--- src/logic/fbrio_pkg.sv ---
// Notes on behaviour
// RULE1: Input byte 4 holds current fragment index.
// RULE2: Input byte 5 holds fragments still to follow.
// RULE3: Input byte 6 holds current fragment size.
// RULE4: Zero-length configuration means defaults everywhere.
// RULE5: No acknowledge handshake with empty configuration.
// RULE6: Output 1 follows the activation request bit.
// RULE7: Output 2 shows decode valid, low on failure.
// RULE8: Output byte 1 activation needs external mode.
// RULE9: Non-external outputs ignore activation request bits.
// RULE10: Each toggle bit inverts once per event.
// RULE11: Controller keeps reserved output bits zero.
package fbrio_pkg;

  // ----------------------------------------------------------------
  // Input image byte offsets
  // ----------------------------------------------------------------
  localparam logic [4:0] OFS_DEV_STATE = 5'h00;
  localparam logic [4:0] OFS_IO_LOW = 5'h01;
  localparam logic [4:0] OFS_IO_HIGH = 5'h02;
  localparam logic [4:0] OFS_XFER = 5'h03;
  localparam logic [4:0] OFS_FRAG_IDX = 5'h04;
  localparam logic [4:0] OFS_FRAG_LEFT = 5'h05;
  localparam logic [4:0] OFS_FRAG_LEN = 5'h06;
  localparam logic [4:0] OFS_RES_COUNT = 5'h07;
  localparam logic [4:0] OFS_RES_FLAGS = 5'h08;
  localparam logic [4:0] OFS_LEN_LOW = 5'h09;
  localparam logic [4:0] OFS_LEN_HIGH = 5'h0A;
  localparam logic [4:0] OFS_PAY_FIRST = 5'h0B;
  localparam logic [4:0] OFS_PAY_LAST = 5'h15;

  // ----------------------------------------------------------------
  // Control request byte fields and masks, result flag bits
  // ----------------------------------------------------------------
  localparam int CTL_ACT_BIT = 0;
  localparam int CTL_DRST_BIT = 2;
  localparam int CTL_STBY_BIT = 4;
  localparam logic [7:0] CTL_USED_MASK = 8'h1F;
  localparam int FLAG_WAIT_BIT = 5;
  localparam int FLAG_NEW_BIT = 4;

  // ----------------------------------------------------------------
  // Reset values and defaults
  // ----------------------------------------------------------------
  localparam logic [7:0] CTL_RESET = 8'h00;
  localparam logic [3:0] DEF_EXT_MASK = 4'h0;
  localparam logic [7:0] FRAG_MAX = 8'h0B;

  // ----------------------------------------------------------------
  // Timing
  // ----------------------------------------------------------------
  localparam int CLK_NS = 40;
  localparam int FRAG_HOLD_NS = 10000;
  localparam logic [7:0] FRAG_HOLD_CYC = 8'((FRAG_HOLD_NS + CLK_NS - 1) / CLK_NS);

  // ----------------------------------------------------------------
  // Fragment sequencer states
  // ----------------------------------------------------------------
  typedef enum logic [2:0] {
    ST_IDLE = 3'b001,
    ST_FILL = 3'b010,
    ST_HOLD = 3'b100
  } fbrio_state_t;

endpackage

--- src/logic/fbrio_fifo.sv ---
`timescale 1ns/10ps
module fbrio_fifo #(
  parameter int W = 8,
  parameter int D = 16
) (
  // Clock and reset
  input wire logic sys_clk,
  input wire logic nrst,
  // Filling side
  input wire logic in_valid,
  output logic in_ready,
  input wire logic [W-1:0] in_data,
  // Draining side
  output logic out_valid,
  input wire logic out_ready,
  output logic [W-1:0] out_data
);

  localparam int AW = $clog2(D);

  // Pointers need a power of two so that wrap is free.
  if (D < 2 || (D & (D - 1)) != 0 || W < 1) begin : g_bad_depth
    $error("fbrio_fifo needs a power of two depth and a nonzero width");
  end

  logic [W-1:0] mem_r [D];
  logic [W-1:0] mem_nxt [D];
  logic [AW:0] wp_r, wp_nxt, rp_r, rp_nxt;
  logic push, pop;

  // ------------------------------------------------------------------
  // Flags and next pointers
  // ------------------------------------------------------------------
  // The extra pointer bit tells full from empty without a counter.
  assign in_ready = (wp_r ^ rp_r) != {1'b1, {AW{1'b0}}};
  assign out_valid = wp_r != rp_r;
  assign out_data = mem_r[rp_r[AW-1:0]];
  assign push = in_valid && in_ready;
  assign pop = out_valid && out_ready;

  // Next state of storage and pointers.
  always_comb begin
    mem_nxt = mem_r;
    wp_nxt = wp_r;
    rp_nxt = rp_r;
    if (push) begin
      mem_nxt[wp_r[AW-1:0]] = in_data;
      wp_nxt = wp_r + 1'b1;
    end
    if (pop) begin
      rp_nxt = rp_r + 1'b1;
    end
  end

  // Storage has no reset; only the pointers must start defined.
  always_ff @(posedge sys_clk) begin
    mem_r <= mem_nxt;
  end

  // Pointer registers.
  always_ff @(posedge sys_clk or negedge nrst) begin
    if (!nrst) begin
      wp_r <= '0;
      rp_r <= '0;
    end else begin
      wp_r <= wp_nxt;
      rp_r <= rp_nxt;
    end
  end

endmodule

--- src/logic/fbrio_image.sv ---
`timescale 1ns/10ps
module fbrio_image #(
  parameter int FIFO_DEPTH = 16
) (
  // Clock and reset
  input wire logic sys_clk,
  input wire logic nrst,
  // Output image from the controller
  input wire logic ctl_we,
  input wire logic [7:0] ctl_byte0,
  input wire logic [7:0] ctl_byte1,
  // Configuration image
  input wire logic [7:0] cfg_len,
  input wire logic [3:0] cfg_ext_mask,
  // Input image read port
  input wire logic [4:0] img_addr,
  output logic [7:0] img_data,
  // Result descriptor from the decoder
  input wire logic hdr_valid,
  output logic hdr_ready,
  input wire logic [15:0] hdr_len,
  input wire logic hdr_failed_decode_result,
  // Result bytes from the decoder
  input wire logic byte_valid,
  output logic byte_ready,
  input wire logic [7:0] byte_data,
  // Comparison states and switching outputs
  input wire logic [3:0] cmp_state,
  output logic [3:0] sw_out
);

  if (FIFO_DEPTH < 2) begin : g_bad_depth
    $error("fbrio_image needs a FIFO of at least two words");
  end

  // ------------------------------------------------------------------
  // Result byte buffer
  // ------------------------------------------------------------------
  logic f_valid, f_pop;
  logic [7:0] f_data;

  fbrio_fifo #(.W(8), .D(FIFO_DEPTH)) u_fifo (
    .sys_clk(sys_clk),
    .nrst(nrst),
    .in_valid(byte_valid),
    .in_ready(byte_ready),
    .in_data(byte_data),
    .out_valid(f_valid),
    .out_ready(f_pop),
    .out_data(f_data)
  );

  // ------------------------------------------------------------------
  // Controller request state
  // ------------------------------------------------------------------
  logic [7:0] ctl0_r, ctl0_nxt, ctl1_r, ctl1_nxt;
  logic acc_r, acc_nxt, rej_r, rej_nxt, ovf_r, ovf_nxt;
  logic [3:0] sw_r, sw_nxt, cmp_r, cmp_nxt, ctog_r, ctog_nxt, ext_eff;
  logic valid_r, drst, stby;

  // An empty configuration image forces the default output functions.
  assign ext_eff = (cfg_len == 8'h00) ? fbrio_pkg::DEF_EXT_MASK : cfg_ext_mask; // [RULE4]
  assign drst = ctl0_r[fbrio_pkg::CTL_DRST_BIT];
  assign stby = ctl0_r[fbrio_pkg::CTL_STBY_BIT];

  // A request image with reserved bits set is refused whole and flagged.
  // Acknowledge bits are stored but never acted on: no acknowledge mode.
  always_comb begin
    ctl0_nxt = ctl0_r;
    ctl1_nxt = ctl1_r;
    acc_nxt = acc_r;
    rej_nxt = rej_r;
    if (ctl_we) begin
      if ((ctl_byte0 & ~fbrio_pkg::CTL_USED_MASK) != 8'h00) begin
        rej_nxt = ~rej_r; // [RULE10]
      end else begin
        ctl0_nxt = ctl_byte0;
        ctl1_nxt = ctl_byte1;
        acc_nxt = ~acc_r; // [RULE10]
      end
    end
    cmp_nxt = cmp_state;
    ctog_nxt = ctog_r ^ (cmp_state ^ cmp_r); // [RULE10]
    // Set wins over the data reset clear.
    ovf_nxt = (ovf_r && !drst) || (byte_valid && !byte_ready);
  end

  // Outputs 1 and 2 run their own function and outputs 3..4 stay low, unless set to external activation.
  for (genvar k = 0; k < 4; k++) begin : g_sw
    always_comb begin
      if (ext_eff[k]) begin
        sw_nxt[k] = ctl1_nxt[2*k]; // [RULE8] [RULE9]
      end else if (k == 0) begin
        sw_nxt[k] = ctl0_nxt[fbrio_pkg::CTL_ACT_BIT]; // [RULE6]
      end else if (k == 1) begin
        sw_nxt[k] = valid_r; // [RULE7]
      end else begin
        sw_nxt[k] = 1'b0; // [RULE9]
      end
    end
  end

  // Request registers.
  always_ff @(posedge sys_clk or negedge nrst) begin
    if (!nrst) begin
      ctl0_r <= fbrio_pkg::CTL_RESET;
      ctl1_r <= fbrio_pkg::CTL_RESET;
      acc_r <= 1'b0;
      rej_r <= 1'b0;
      ovf_r <= 1'b0;
      sw_r <= 4'h0;
      cmp_r <= 4'h0;
      ctog_r <= 4'h0;
    end else begin
      ctl0_r <= ctl0_nxt;
      ctl1_r <= ctl1_nxt;
      acc_r <= acc_nxt;
      rej_r <= rej_nxt;
      ovf_r <= ovf_nxt;
      sw_r <= sw_nxt;
      cmp_r <= cmp_nxt;
      ctog_r <= ctog_nxt;
    end
  end

  assign sw_out = sw_r;

  // ------------------------------------------------------------------
  // Fragment sequencer
  // ------------------------------------------------------------------
  fbrio_pkg::fbrio_state_t st_r, st_nxt;
  logic [15:0] remain_r, remain_nxt, len_r, len_nxt, rest;
  logic [7:0] tgt_r, tgt_nxt, fill_r, fill_nxt, hold_r, hold_nxt;
  logic [7:0] idx_r, idx_nxt, fidx_r, fidx_nxt, fleft_r, fleft_nxt;
  logic [7:0] fsize_r, fsize_nxt, cnt_r, cnt_nxt;
  logic [7:0] buf_r [11];
  logic [7:0] buf_nxt [11];
  logic newtog_r, newtog_nxt, valid_nxt, failed_decode_result_r, failed_decode_result_nxt, publish;

  // Size of the next fragment: at most eleven bytes.
  function automatic logic [7:0] frag_of(input logic [15:0] left);
    frag_of = (left > 16'(fbrio_pkg::FRAG_MAX)) ? fbrio_pkg::FRAG_MAX : left[7:0];
  endfunction

  assign rest = remain_r - 16'(tgt_r);

  // Without acknowledge mode each fragment is simply held for a fixed time.
  // The payload bytes change while the next fragment fills, so the
  // controller must take a fragment on the new-result toggle.
  always_comb begin
    st_nxt = st_r;
    remain_nxt = remain_r;
    len_nxt = len_r;
    tgt_nxt = tgt_r;
    fill_nxt = fill_r;
    hold_nxt = hold_r;
    idx_nxt = idx_r;
    fidx_nxt = fidx_r;
    fleft_nxt = fleft_r;
    fsize_nxt = fsize_r;
    newtog_nxt = newtog_r;
    valid_nxt = valid_r;
    failed_decode_result_nxt = failed_decode_result_r;
    buf_nxt = buf_r;
    cnt_nxt = drst ? 8'h00 : cnt_r;
    hdr_ready = 1'b0;
    f_pop = 1'b0;
    publish = 1'b0;
    case (st_r)
      fbrio_pkg::ST_IDLE: begin
        if (!stby) begin
          hdr_ready = 1'b1;
          if (hdr_valid) begin
            remain_nxt = hdr_failed_decode_result ? 16'h0000 : hdr_len;
            len_nxt = hdr_failed_decode_result ? 16'h0000 : hdr_len;
            failed_decode_result_nxt = hdr_failed_decode_result;
            tgt_nxt = hdr_failed_decode_result ? 8'h00 : frag_of(hdr_len);
            fill_nxt = 8'h00;
            idx_nxt = 8'h00;
            cnt_nxt = (cnt_r == 8'hFF) ? cnt_r : cnt_r + 8'h01;
            st_nxt = fbrio_pkg::ST_FILL;
          end
        end
      end
      fbrio_pkg::ST_FILL: begin
        if (fill_r == tgt_r) begin
          publish = 1'b1;
          fidx_nxt = idx_r; // [RULE1]
          fleft_nxt = 8'((rest + 16'h000A) / 16'h000B); // [RULE2]
          fsize_nxt = tgt_r; // [RULE3]
          remain_nxt = rest;
          newtog_nxt = ~newtog_r; // [RULE10]
          if (idx_r == 8'h00) begin
            valid_nxt = !failed_decode_result_r; // [RULE7]
          end
          hold_nxt = fbrio_pkg::FRAG_HOLD_CYC;
          st_nxt = fbrio_pkg::ST_HOLD; // [RULE5]
        end else if (!stby && f_valid) begin
          f_pop = 1'b1;
          buf_nxt[fill_r[3:0]] = f_data;
          fill_nxt = fill_r + 8'h01;
        end
      end
      fbrio_pkg::ST_HOLD: begin
        if (hold_r != 8'h00) begin
          hold_nxt = hold_r - 8'h01;
        end else if (remain_r == 16'h0000) begin
          st_nxt = fbrio_pkg::ST_IDLE;
        end else begin
          tgt_nxt = frag_of(remain_r);
          fill_nxt = 8'h00;
          idx_nxt = idx_r + 8'h01;
          st_nxt = fbrio_pkg::ST_FILL;
        end
      end
      default: begin
        st_nxt = fbrio_pkg::ST_IDLE;
      end
    endcase
  end

  // Sequencer registers.
  always_ff @(posedge sys_clk or negedge nrst) begin
    if (!nrst) begin
      st_r <= fbrio_pkg::ST_IDLE;
      remain_r <= 16'h0000;
      len_r <= 16'h0000;
      tgt_r <= 8'h00;
      fill_r <= 8'h00;
      hold_r <= 8'h00;
      idx_r <= 8'h00;
      fidx_r <= 8'h00;
      fleft_r <= 8'h00;
      fsize_r <= 8'h00;
      cnt_r <= 8'h00;
      newtog_r <= 1'b0;
      valid_r <= 1'b0;
      failed_decode_result_r <= 1'b0;
      for (int i = 0; i < 11; i++) begin
        buf_r[i] <= 8'h00;
      end
    end else begin
      st_r <= st_nxt;
      remain_r <= remain_nxt;
      len_r <= len_nxt;
      tgt_r <= tgt_nxt;
      fill_r <= fill_nxt;
      hold_r <= hold_nxt;
      idx_r <= idx_nxt;
      fidx_r <= fidx_nxt;
      fleft_r <= fleft_nxt;
      fsize_r <= fsize_nxt;
      cnt_r <= cnt_nxt;
      newtog_r <= newtog_nxt;
      valid_r <= valid_nxt;
      failed_decode_result_r <= failed_decode_result_nxt;
      buf_r <= buf_nxt;
    end
  end

  // ------------------------------------------------------------------
  // Input image read mux
  // ------------------------------------------------------------------
  logic [7:0] rd_nxt, rd_r;
  logic further;

  assign further = hdr_valid && (st_r != fbrio_pkg::ST_IDLE);

  // The waiting-for-acknowledge flag stays low: no acknowledge mode.
  always_comb begin
    if (img_addr == fbrio_pkg::OFS_DEV_STATE) begin
      rd_nxt = {7'h00, stby};
    end else if (img_addr == fbrio_pkg::OFS_IO_LOW) begin
      rd_nxt = {1'b0, ctog_r[1], cmp_r[1], sw_r[1], 1'b0, ctog_r[0], cmp_r[0], sw_r[0]};
    end else if (img_addr == fbrio_pkg::OFS_IO_HIGH) begin
      rd_nxt = {1'b0, ctog_r[3], cmp_r[3], sw_r[3], 1'b0, ctog_r[2], cmp_r[2], sw_r[2]};
    end else if (img_addr == fbrio_pkg::OFS_XFER) begin
      rd_nxt = {6'h00, rej_r, acc_r};
    end else if (img_addr == fbrio_pkg::OFS_FRAG_IDX) begin
      rd_nxt = fidx_r; // [RULE1]
    end else if (img_addr == fbrio_pkg::OFS_FRAG_LEFT) begin
      rd_nxt = fleft_r; // [RULE2]
    end else if (img_addr == fbrio_pkg::OFS_FRAG_LEN) begin
      rd_nxt = fsize_r; // [RULE3]
    end else if (img_addr == fbrio_pkg::OFS_RES_COUNT) begin
      rd_nxt = cnt_r;
    end else if (img_addr == fbrio_pkg::OFS_RES_FLAGS) begin
      rd_nxt = {3'h0, newtog_r, ovf_r, further, 1'b0, ctl0_r[fbrio_pkg::CTL_ACT_BIT]}; // [RULE5]
    end else if (img_addr == fbrio_pkg::OFS_LEN_LOW) begin
      rd_nxt = len_r[7:0];
    end else if (img_addr == fbrio_pkg::OFS_LEN_HIGH) begin
      rd_nxt = len_r[15:8];
    end else if (img_addr >= fbrio_pkg::OFS_PAY_FIRST && img_addr <= fbrio_pkg::OFS_PAY_LAST) begin
      rd_nxt = buf_r[4'(img_addr - fbrio_pkg::OFS_PAY_FIRST)];
    end else begin
      rd_nxt = 8'h00;
    end
  end

  // Read data register.
  always_ff @(posedge sys_clk or negedge nrst) begin
    if (!nrst) begin
      rd_r <= 8'h00;
    end else begin
      rd_r <= rd_nxt;
    end
  end

  assign img_data = rd_r;
endmodule

--- config.mk ---
export PLATFORM = sky130hd
export DESIGN_NAME = fbrio_image
export DESIGN_NICKNAME = d
export VERILOG_FILES = /design/src/logic/fbrio_pkg.sv /design/src/logic/fbrio_fifo.sv /design/src/logic/fbrio_image.sv
export SDC_FILE = /design/constraint.sdc
export NUM_CORES = 1
export LEC_CHECK = 0
export BUFFER_PORTS_ARGS = -buffer_cell sky130_fd_sc_hd__buf_2
export CAP_MARGIN = 40
export CORE_ASPECT_RATIO = 0.8
export CORE_MARGIN = 3
export CORE_UTILIZATION = 35
export DETAILED_ROUTE_END_ITERATION = 7
export PLACE_DENSITY = 0.46
export SYNTH_ARGS = -nofsm -noshare
export SYNTH_HDL_FRONTEND = slang
export SYNTH_HIERARCHICAL = 1
export SYNTH_SLANG_ARGS = --single-unit
--- constraint.sdc ---
create_clock -name sys_clk -period 23.5 [get_ports sys_clk]
set_input_delay 1.175 -clock sys_clk [delete_from_list [all_inputs] [get_ports sys_clk]]
set_output_delay 1.175 -clock sys_clk [all_outputs]
set_load 0.05 [all_outputs]
==> results of run 1 <==
## path summary, 6_finish.rpt
kind                       slack, ns  depth (start not counted)      start         end
max                             8.12                         43   tgt_r[0]  fleft_r[0]
min                             0.47                          1  ctog_r[2]   ctog_r[2]
max reg2reg                     8.12                         43   tgt_r[0]  fleft_r[0]
min reg2reg                     0.47                          1  ctog_r[2]   ctog_r[2]
max in group asynchronous      21.60                          3       nrst    buf_r[7]
min in group asynchronous       0.67                          1       nrst   fidx_r[5]
## layout make-up
class	instances	share of cell area (%)
clock inverters	17	0.962
inverters	42	0.641
diodes	1	0.0102
clock buffers	42	3.88
multi-input cells	1635	48.2
flip-flops and latches	358	39.1
repair buffers	122	3.08
well taps	830	4.22
## kinds of logic after synthesis
kind of cell | share of synthesized area (%)
simple gates | 15.4
compound gates | 19.1
flops | 43.7
mux | 12.4
buf+inv | 2.66
xor+xnor | 4.84
fa+ha+maj | 1.90
## layer usage
metal	GRT usage [%]	vias up
li1	-	8191
met3	2.88	54
met2	27.5	361
met1	31.4	8801
met5	0	-
met4	2.93	0
## cells in the mapped netlist (20+ instances only)
library cell | count | area, sq um
sky130_fd_sc_hd__nor2_1 | 175 | 657
sky130_fd_sc_hd__nor3_1 | 46 | 230
sky130_fd_sc_hd__and3_1 | 40 | 250
sky130_fd_sc_hd__xnor2_1 | 62 | 543
sky130_fd_sc_hd__dfrtp_1 | 229 | 5730
sky130_fd_sc_hd__inv_1 | 39 | 146
sky130_fd_sc_hd__a22oi_1 | 36 | 270
sky130_fd_sc_hd__nand2_1 | 198 | 743
sky130_fd_sc_hd__o21ai_0 | 120 | 601
sky130_fd_sc_hd__a21oi_1 | 121 | 606
sky130_fd_sc_hd__a31oi_1 | 24 | 150
sky130_fd_sc_hd__mux2_2 | 109 | 1230
sky130_fd_sc_hd__nand3_1 | 62 | 310
sky130_fd_sc_hd__edfxtp_1 | 128 | 3840
sky130_fd_sc_hd__a211oi_1 | 26 | 195
sky130_fd_sc_hd__mux2i_1 | 53 | 531
sky130_fd_sc_hd__clkbuf_1 | 60 | 225
sky130_fd_sc_hd__mux4_2 | 40 | 901
sky130_fd_sc_hd__o211ai_1 | 20 | 150
sky130_fd_sc_hd__xor2_1 | 48 | 420
sky130_fd_sc_hd__and2_1 | 30 | 188
sky130_fd_sc_hd__ha_1 | 31 | 388
sky130_fd_sc_hd__nand4_1 | 25 | 156
## stage by stage
step / hold slack [ns] / worst slack [ns] / instances / util (%)
floorplan: 0.423 / 11.51 / 2129 / -
global placement: 0.455 / 8.09 / 2967 / 37.7
detailed placement: 0.458 / 8.32 / 2986 / 38.0
CTS: 0.472 / 8.23 / 3045 / 39.9
global route: 0.481 / 6.90 / 3047 / 39.9
finish: 0.469 / 8.12 / 3047 / 39.9
## registers in the layout (all words and copies together), names as in the netlist, 16 cells and up
signal / count
buf_r: 88
len_r: 16
remain_r: 16
u_fifo/mem_r: 128
## placed cells by master, fill, tap and decap left out, types with 47 or more instances in the layout
master | synthesis | final
sky130_fd_sc_hd__a21oi_1 | 121 | 121
sky130_fd_sc_hd__buf_2 | 16 | 79
sky130_fd_sc_hd__edfxtp_1 | 128 | 128
sky130_fd_sc_hd__dfrtp_1 | 229 | 227
sky130_fd_sc_hd__nand3_1 | 62 | 61
sky130_fd_sc_hd__mux2_2 | 109 | 109
sky130_fd_sc_hd__o21ai_0 | 120 | 120
sky130_fd_sc_hd__nor2_1 | 175 | 175
sky130_fd_sc_hd__xnor2_1 | 62 | 62
sky130_fd_sc_hd__xor2_1 | 48 | 47
sky130_fd_sc_hd__mux2i_1 | 53 | 53
sky130_fd_sc_hd__nand2_1 | 198 | 198
==> reports/metrics.csv, run 1 <==
stage,metric,value,unit
synth,synthesis.yosys.warnings,6,
cts,numCtsBuffers,35,
routing,dr.first_iter.drc_count,1429,
cts,cts_repair_resize_count,0,
placed_design,placement.io_buffers,74,
placed_design,dpl.hpwl,47.9,mm
run,cap_viol_max_count,0,
cts,cts_root_buf,sky130_fd_sc_hd__clkbuf_16,
timing,hold_viol,0,
routing,post_drt_wl_per_cell,21.2,microns
synth,synthesis.area_per_instance,10.3,sq um
critical_path,cp.buffers_inverters,2,
routing,firstDrtPassIters,5,
finish,multi_input_comb_area,11800,sq um
critical_path,cp_most_frequent_cell,sky130_fd_sc_hd__o31ai_1,
synth,syn_inst,2129,
finish,final_nets,2293,
critical_path,critical_path.endpoint_type,flip-flop,
synth,postSynthNetCount,2228,
critical_path,cpPeakStageDelay,0.75,ns
die,die-width,286,microns
global_routing,grt_max_degree,100,
placed_design,dpl-instance-area,23400,sq um
finish,finalInstanceArea,24600,sq um
timing,setup_tns,0,ns
finish,number_of_inserted_filler_cells_in_the_final_layout,6115,
timing,achievable-frequency,65.0,MHz
routing,drt-total-wl,64.6,mm
routing,post_drt_antenna_nets,0,
die,rows,81,
critical_path,criticalPathCategory,flip-flop to flip-flop,
critical_path,slowest_cell_on_the_critical_path,sky130_fd_sc_hd__o31ai_1,
critical_path,critical-path-top-delay-family,compound AO/OA/AOI/OAI gates,
critical_path,worst-endpoint-required,23.87,ns
timing,final-max-slew-violation-count,0,
finish,regArea,9600,sq um
routing,via_per_inst,5.71,
global_routing,grt_pass1_wl,102,mm
global_routing,first_global_vias,17000,
routing,routedLengthMet1,34.1,mm
timing,setup-violations-final,0,
min_path,timing.hold.worst.class,flip-flop to flip-flop,
routing,dr_wl_met3,3.04,mm
critical_path,critical_path_peak_fanout,12,
synth,synth_async_sr_flop_share,64.2,%
die,top_level_ports,81,
cts,post_cts.repair.setup_buffers,0,
timing,worst_pin_slew,0.963,ns
routing,top_signal_layer_used,met4,
synth,proportion_of_synthesized_chip_area_in_sequential_cells,43.7,%
global_routing,grt_antenna_before_repair,2,
finish,syn2layout_area_growth,11.8,%
die,dieArea,65900,sq um
timing,worst_clock_skew_on_the_final_layout,0.0167,ns
synth,postSynth.topFlopCell,sky130_fd_sc_hd__dfrtp_1,
critical_path,setup.worst_path.start_class,flip-flop,
timing,minimum_period_implied_by_the_final_worst_setup_slack,15.38,ns
timing,slew_headroom,34.9,%
cts,insertion_delay,0.54,ns
critical_path,critical_path_arrival,15.75,ns
die,floorplan.initialDensity,35.7,%
cts,worst_setup_hold_path_clk_slew,0.07,ns
routing,routed-wl-met2,26.8,mm
synth,edff_count_synth,128,
placed_design,finalWeightedCongestion,0.862,
cts,cts.sinks,358,
outcome,run_status,finished clean,
timing,fin_crit_sh,65.4,%
routing,detail_route.drc_violations,0,
cts,cts_buffer_depth,3,
die,core_area,61600,sq um
routing,vias,17400,
synth,synth.distinct_cells,126,
cts,cts_h_tree_depth,2,
timing,rsz0062_at_grt,false,
synth,netlist_area,22000,sq um
cts,cts_tree,yes,
global_routing,globalRouteTotalUtil,19.4,%
finish,final_layout_size_suffix_gt1_share,18.7,%
die,dieHeight,230,microns
synth,synth-seq-cells,358,
global_routing,aggregate_global_routing_overflow,0,
cts,ctsHoldBuffers,0,
Power of run 1 is not shown: default switching activity piles up to over one toggle a cycle in this logic, so the estimate is an artifact.
==> inputs of run 2 (changes only) <==
- clock period: 23.5 -> 15.2 ns (I/O delays scaled with it)
==> reports/metrics.csv, run 2 (synthesis gave the netlist of run 1 again) <==
stage,metric,value,unit,change
outcome,run_status,finished clean,,
die,rows,81,,unchanged
die,floorplan.initialDensity,35.7,%,unchanged
routing,post_drt_antenna_nets,0,,unchanged
routing,drt-total-wl,64.5,mm,-0.14%
timing,fin_crit_sh,94.0,%,+29 points
critical_path,worst-endpoint-required,15.57,ns,-8.30 ns
critical_path,cp.buffers_inverters,1,,-1
global_routing,grt_pass1_wl,101,mm,-0.22%
critical_path,critical_path_arrival,14.66,ns,-1.09 ns
finish,final_cell_count_no_fill,3067,,+0.66%
timing,rsz0062_at_grt,false,,
global_routing,globalRouteTotalUtil,19.3,%,-0.11 points
critical_path,criticalPathCategory,flip-flop to flip-flop,,
min_path,timing.hold.worst.class,input pin to async pin,,
timing,hold_viol,0,,unchanged
global_routing,grt_antenna_before_repair,2,,unchanged
placed_design,post-place-cells,3001,,+0.50%
finish,final_layout_size_suffix_gt1_share,19.3,%,+0.57 points
timing,setup-violations-final,0,,unchanged
timing,slew_headroom,37.0,%,+2.2 points
placed_design,dpl.hpwl,48.1,mm,+0.41%
cts,cts_tree,yes,,
critical_path,cp_most_frequent_cell,sky130_fd_sc_hd__o21ai_0,,
finish,layout.cells.most_common,sky130_fd_sc_hd__dfrtp_1,,
finish,largest_register,u_fifo/mem_r,,
finish,layout_common_cells,"sky130_fd_sc_hd__dfrtp_1, sky130_fd_sc_hd__nand2_1, sky130_fd_sc_hd__nor2_1",,
cts,numCtsBuffers,36,,+2.9%
routing,post_drt_wl_per_cell,21.0,microns,-0.80%
critical_path,setup.worst_path.start_class,flip-flop,,
critical_path,critical_path_peak_fanout,10,,-2
finish,syn2layout_area_growth,12.3,%,
cts,post_cts.repair.setup_buffers,0,,unchanged
cts,cts_h_tree_depth,2,,unchanged
cts,insertion_delay,0.53,ns,about the same
placed_design,finalWeightedCongestion,0.849,,-1.5%
routing,dr.first_iter.drc_count,1333,,-6.7%
timing,final-max-slew-violation-count,0,,unchanged
routing,vias,17500,,+0.64%
finish,max_ffs_per_register,128,,unchanged
cts,cts_root_buf,sky130_fd_sc_hd__clkbuf_16,,
critical_path,slowest_cell_on_the_critical_path,sky130_fd_sc_hd__o21ai_0,,
global_routing,grt_max_degree,101,,+1.0%
cts,cts_buffer_depth,3,,unchanged
die,top_level_ports,81,,unchanged
cts,cts.sinks,358,,unchanged
critical_path,cpPeakStageDelay,0.60,ns,-0.15 ns
die,core_area,61600,sq um,unchanged
routing,firstDrtPassIters,5,,unchanged
finish,registers_with_the_most_flip_flops,"u_fifo/mem_r: 128 flops, buf_r: 88 flops",,
global_routing,aggregate_global_routing_overflow,0,,unchanged
placed_design,placement.io_buffers,74,,unchanged
routing,detail_route.drc_violations,0,,unchanged
timing,worst_pin_slew,0.931,ns,-0.0318 ns
run,cap_viol_max_count,0,,unchanged
critical_path,r2r_slack,0.92,ns,-7.21 ns
timing,achievable-frequency,70.0,MHz,+7.7%
routing,via_per_inst,5.71,,about the same
critical_path,critical-path-top-delay-family,compound AO/OA/AOI/OAI gates,,
finish,final_nets,2308,,+0.65%
die,dieHeight,230,microns,unchanged
die,die-width,286,microns,unchanged
cts,worst_setup_hold_path_clk_slew,0.06,ns,about the same
timing,minimum_period_implied_by_the_final_worst_setup_slack,14.28,ns,-1.09 ns
timing,worst_clock_skew_on_the_final_layout,0.0197,ns,+0.00306 ns
critical_path,critical_path.endpoint_type,flip-flop,,
timing,setup_tns,0,ns,unchanged
global_routing,first_global_vias,17100,,+0.39%
die,dieArea,65900,sq um,unchanged
[run 2: changes by cell type in the layout (fill, tap and decap cells not counted), sizes merged]
cell / delta
buf: +14
clkinv: +5
clkbuf: +4
clkinvlp: -4
diode: +3
bufinv: -2
[run 2: path summary, 6_finish.rpt]
kind | cells past startpoint | from | to
worst max-delay path | 45 | tgt_r[0] | fleft_r[0]
worst min-delay path | 1 | nrst | idx_r[5]
max in group asynchronous | 3 | nrst | buf_r[17]
worst max register to register | 45 | tgt_r[0] | fleft_r[0]
worst min register to register | 1 | rej_r | rej_r
min in group sys_clk | 1 | cmp_state[0] | cmp_r[0]
[run 2: repair_timing]
action	CTS	global route
gates resized for setup	0	9
endpoints found under the hold margin	0	0
hold buffers	0	0
endpoints found under the setup margin	0	2
[run 2: area by class of cell]
type | count | area, sq um
diodes | 4 | 10.0
clock buffers | 46 | 991
clock inverters | 16 | 163
multi-input cells | 1635 | 11900
well taps | 830 | 1040
fillers | 6132 | 36900
inverters | 42 | 158
flip-flops and latches | 358 | 9600
repair buffers | 136 | 851
[run 2: routing by layer]
| layer | vias to the layer above | wire, microns | part of all wire, % | GRT usage [%] |
|---|---|---|---|---|
| li1 | 8226 | - | - | - |
| met1 | 8815 | 33900 | 52 | 31.1 |
| met2 | 413 | 26400 | 41 | 27.6 |
| met3 | 63 | 3460 | 5.4 | 2.86 |
| met4 | 2 | 781 | 1.2 | 2.75 |
| met5 | - | 9 | 0.014 | 0 |
[run 2: metrics by stage]
| stage | cell area, sq um | utilization (%) | setup WS [ns] | hold slack [ns] |
|---|---|---|---|---|
| 2_1_floorplan | 22000 | - | 3.21 | 0.423 |
| 3_3_place_gp | 23400 | 37.9 | 0.754 | 0.455 |
| 3_5_place_dp | 23500 | 38.1 | 0.716 | 0.458 |
| 4_1_cts | 24600 | 40.0 | 0.633 | 0.302 |
| 5_1_grt | 24700 | 40.0 | 0.00420 | 0.314 |
| 6_report | 24700 | 40.1 | 0.916 | 0.255 |
Power of run 2 is left out for the same reason.
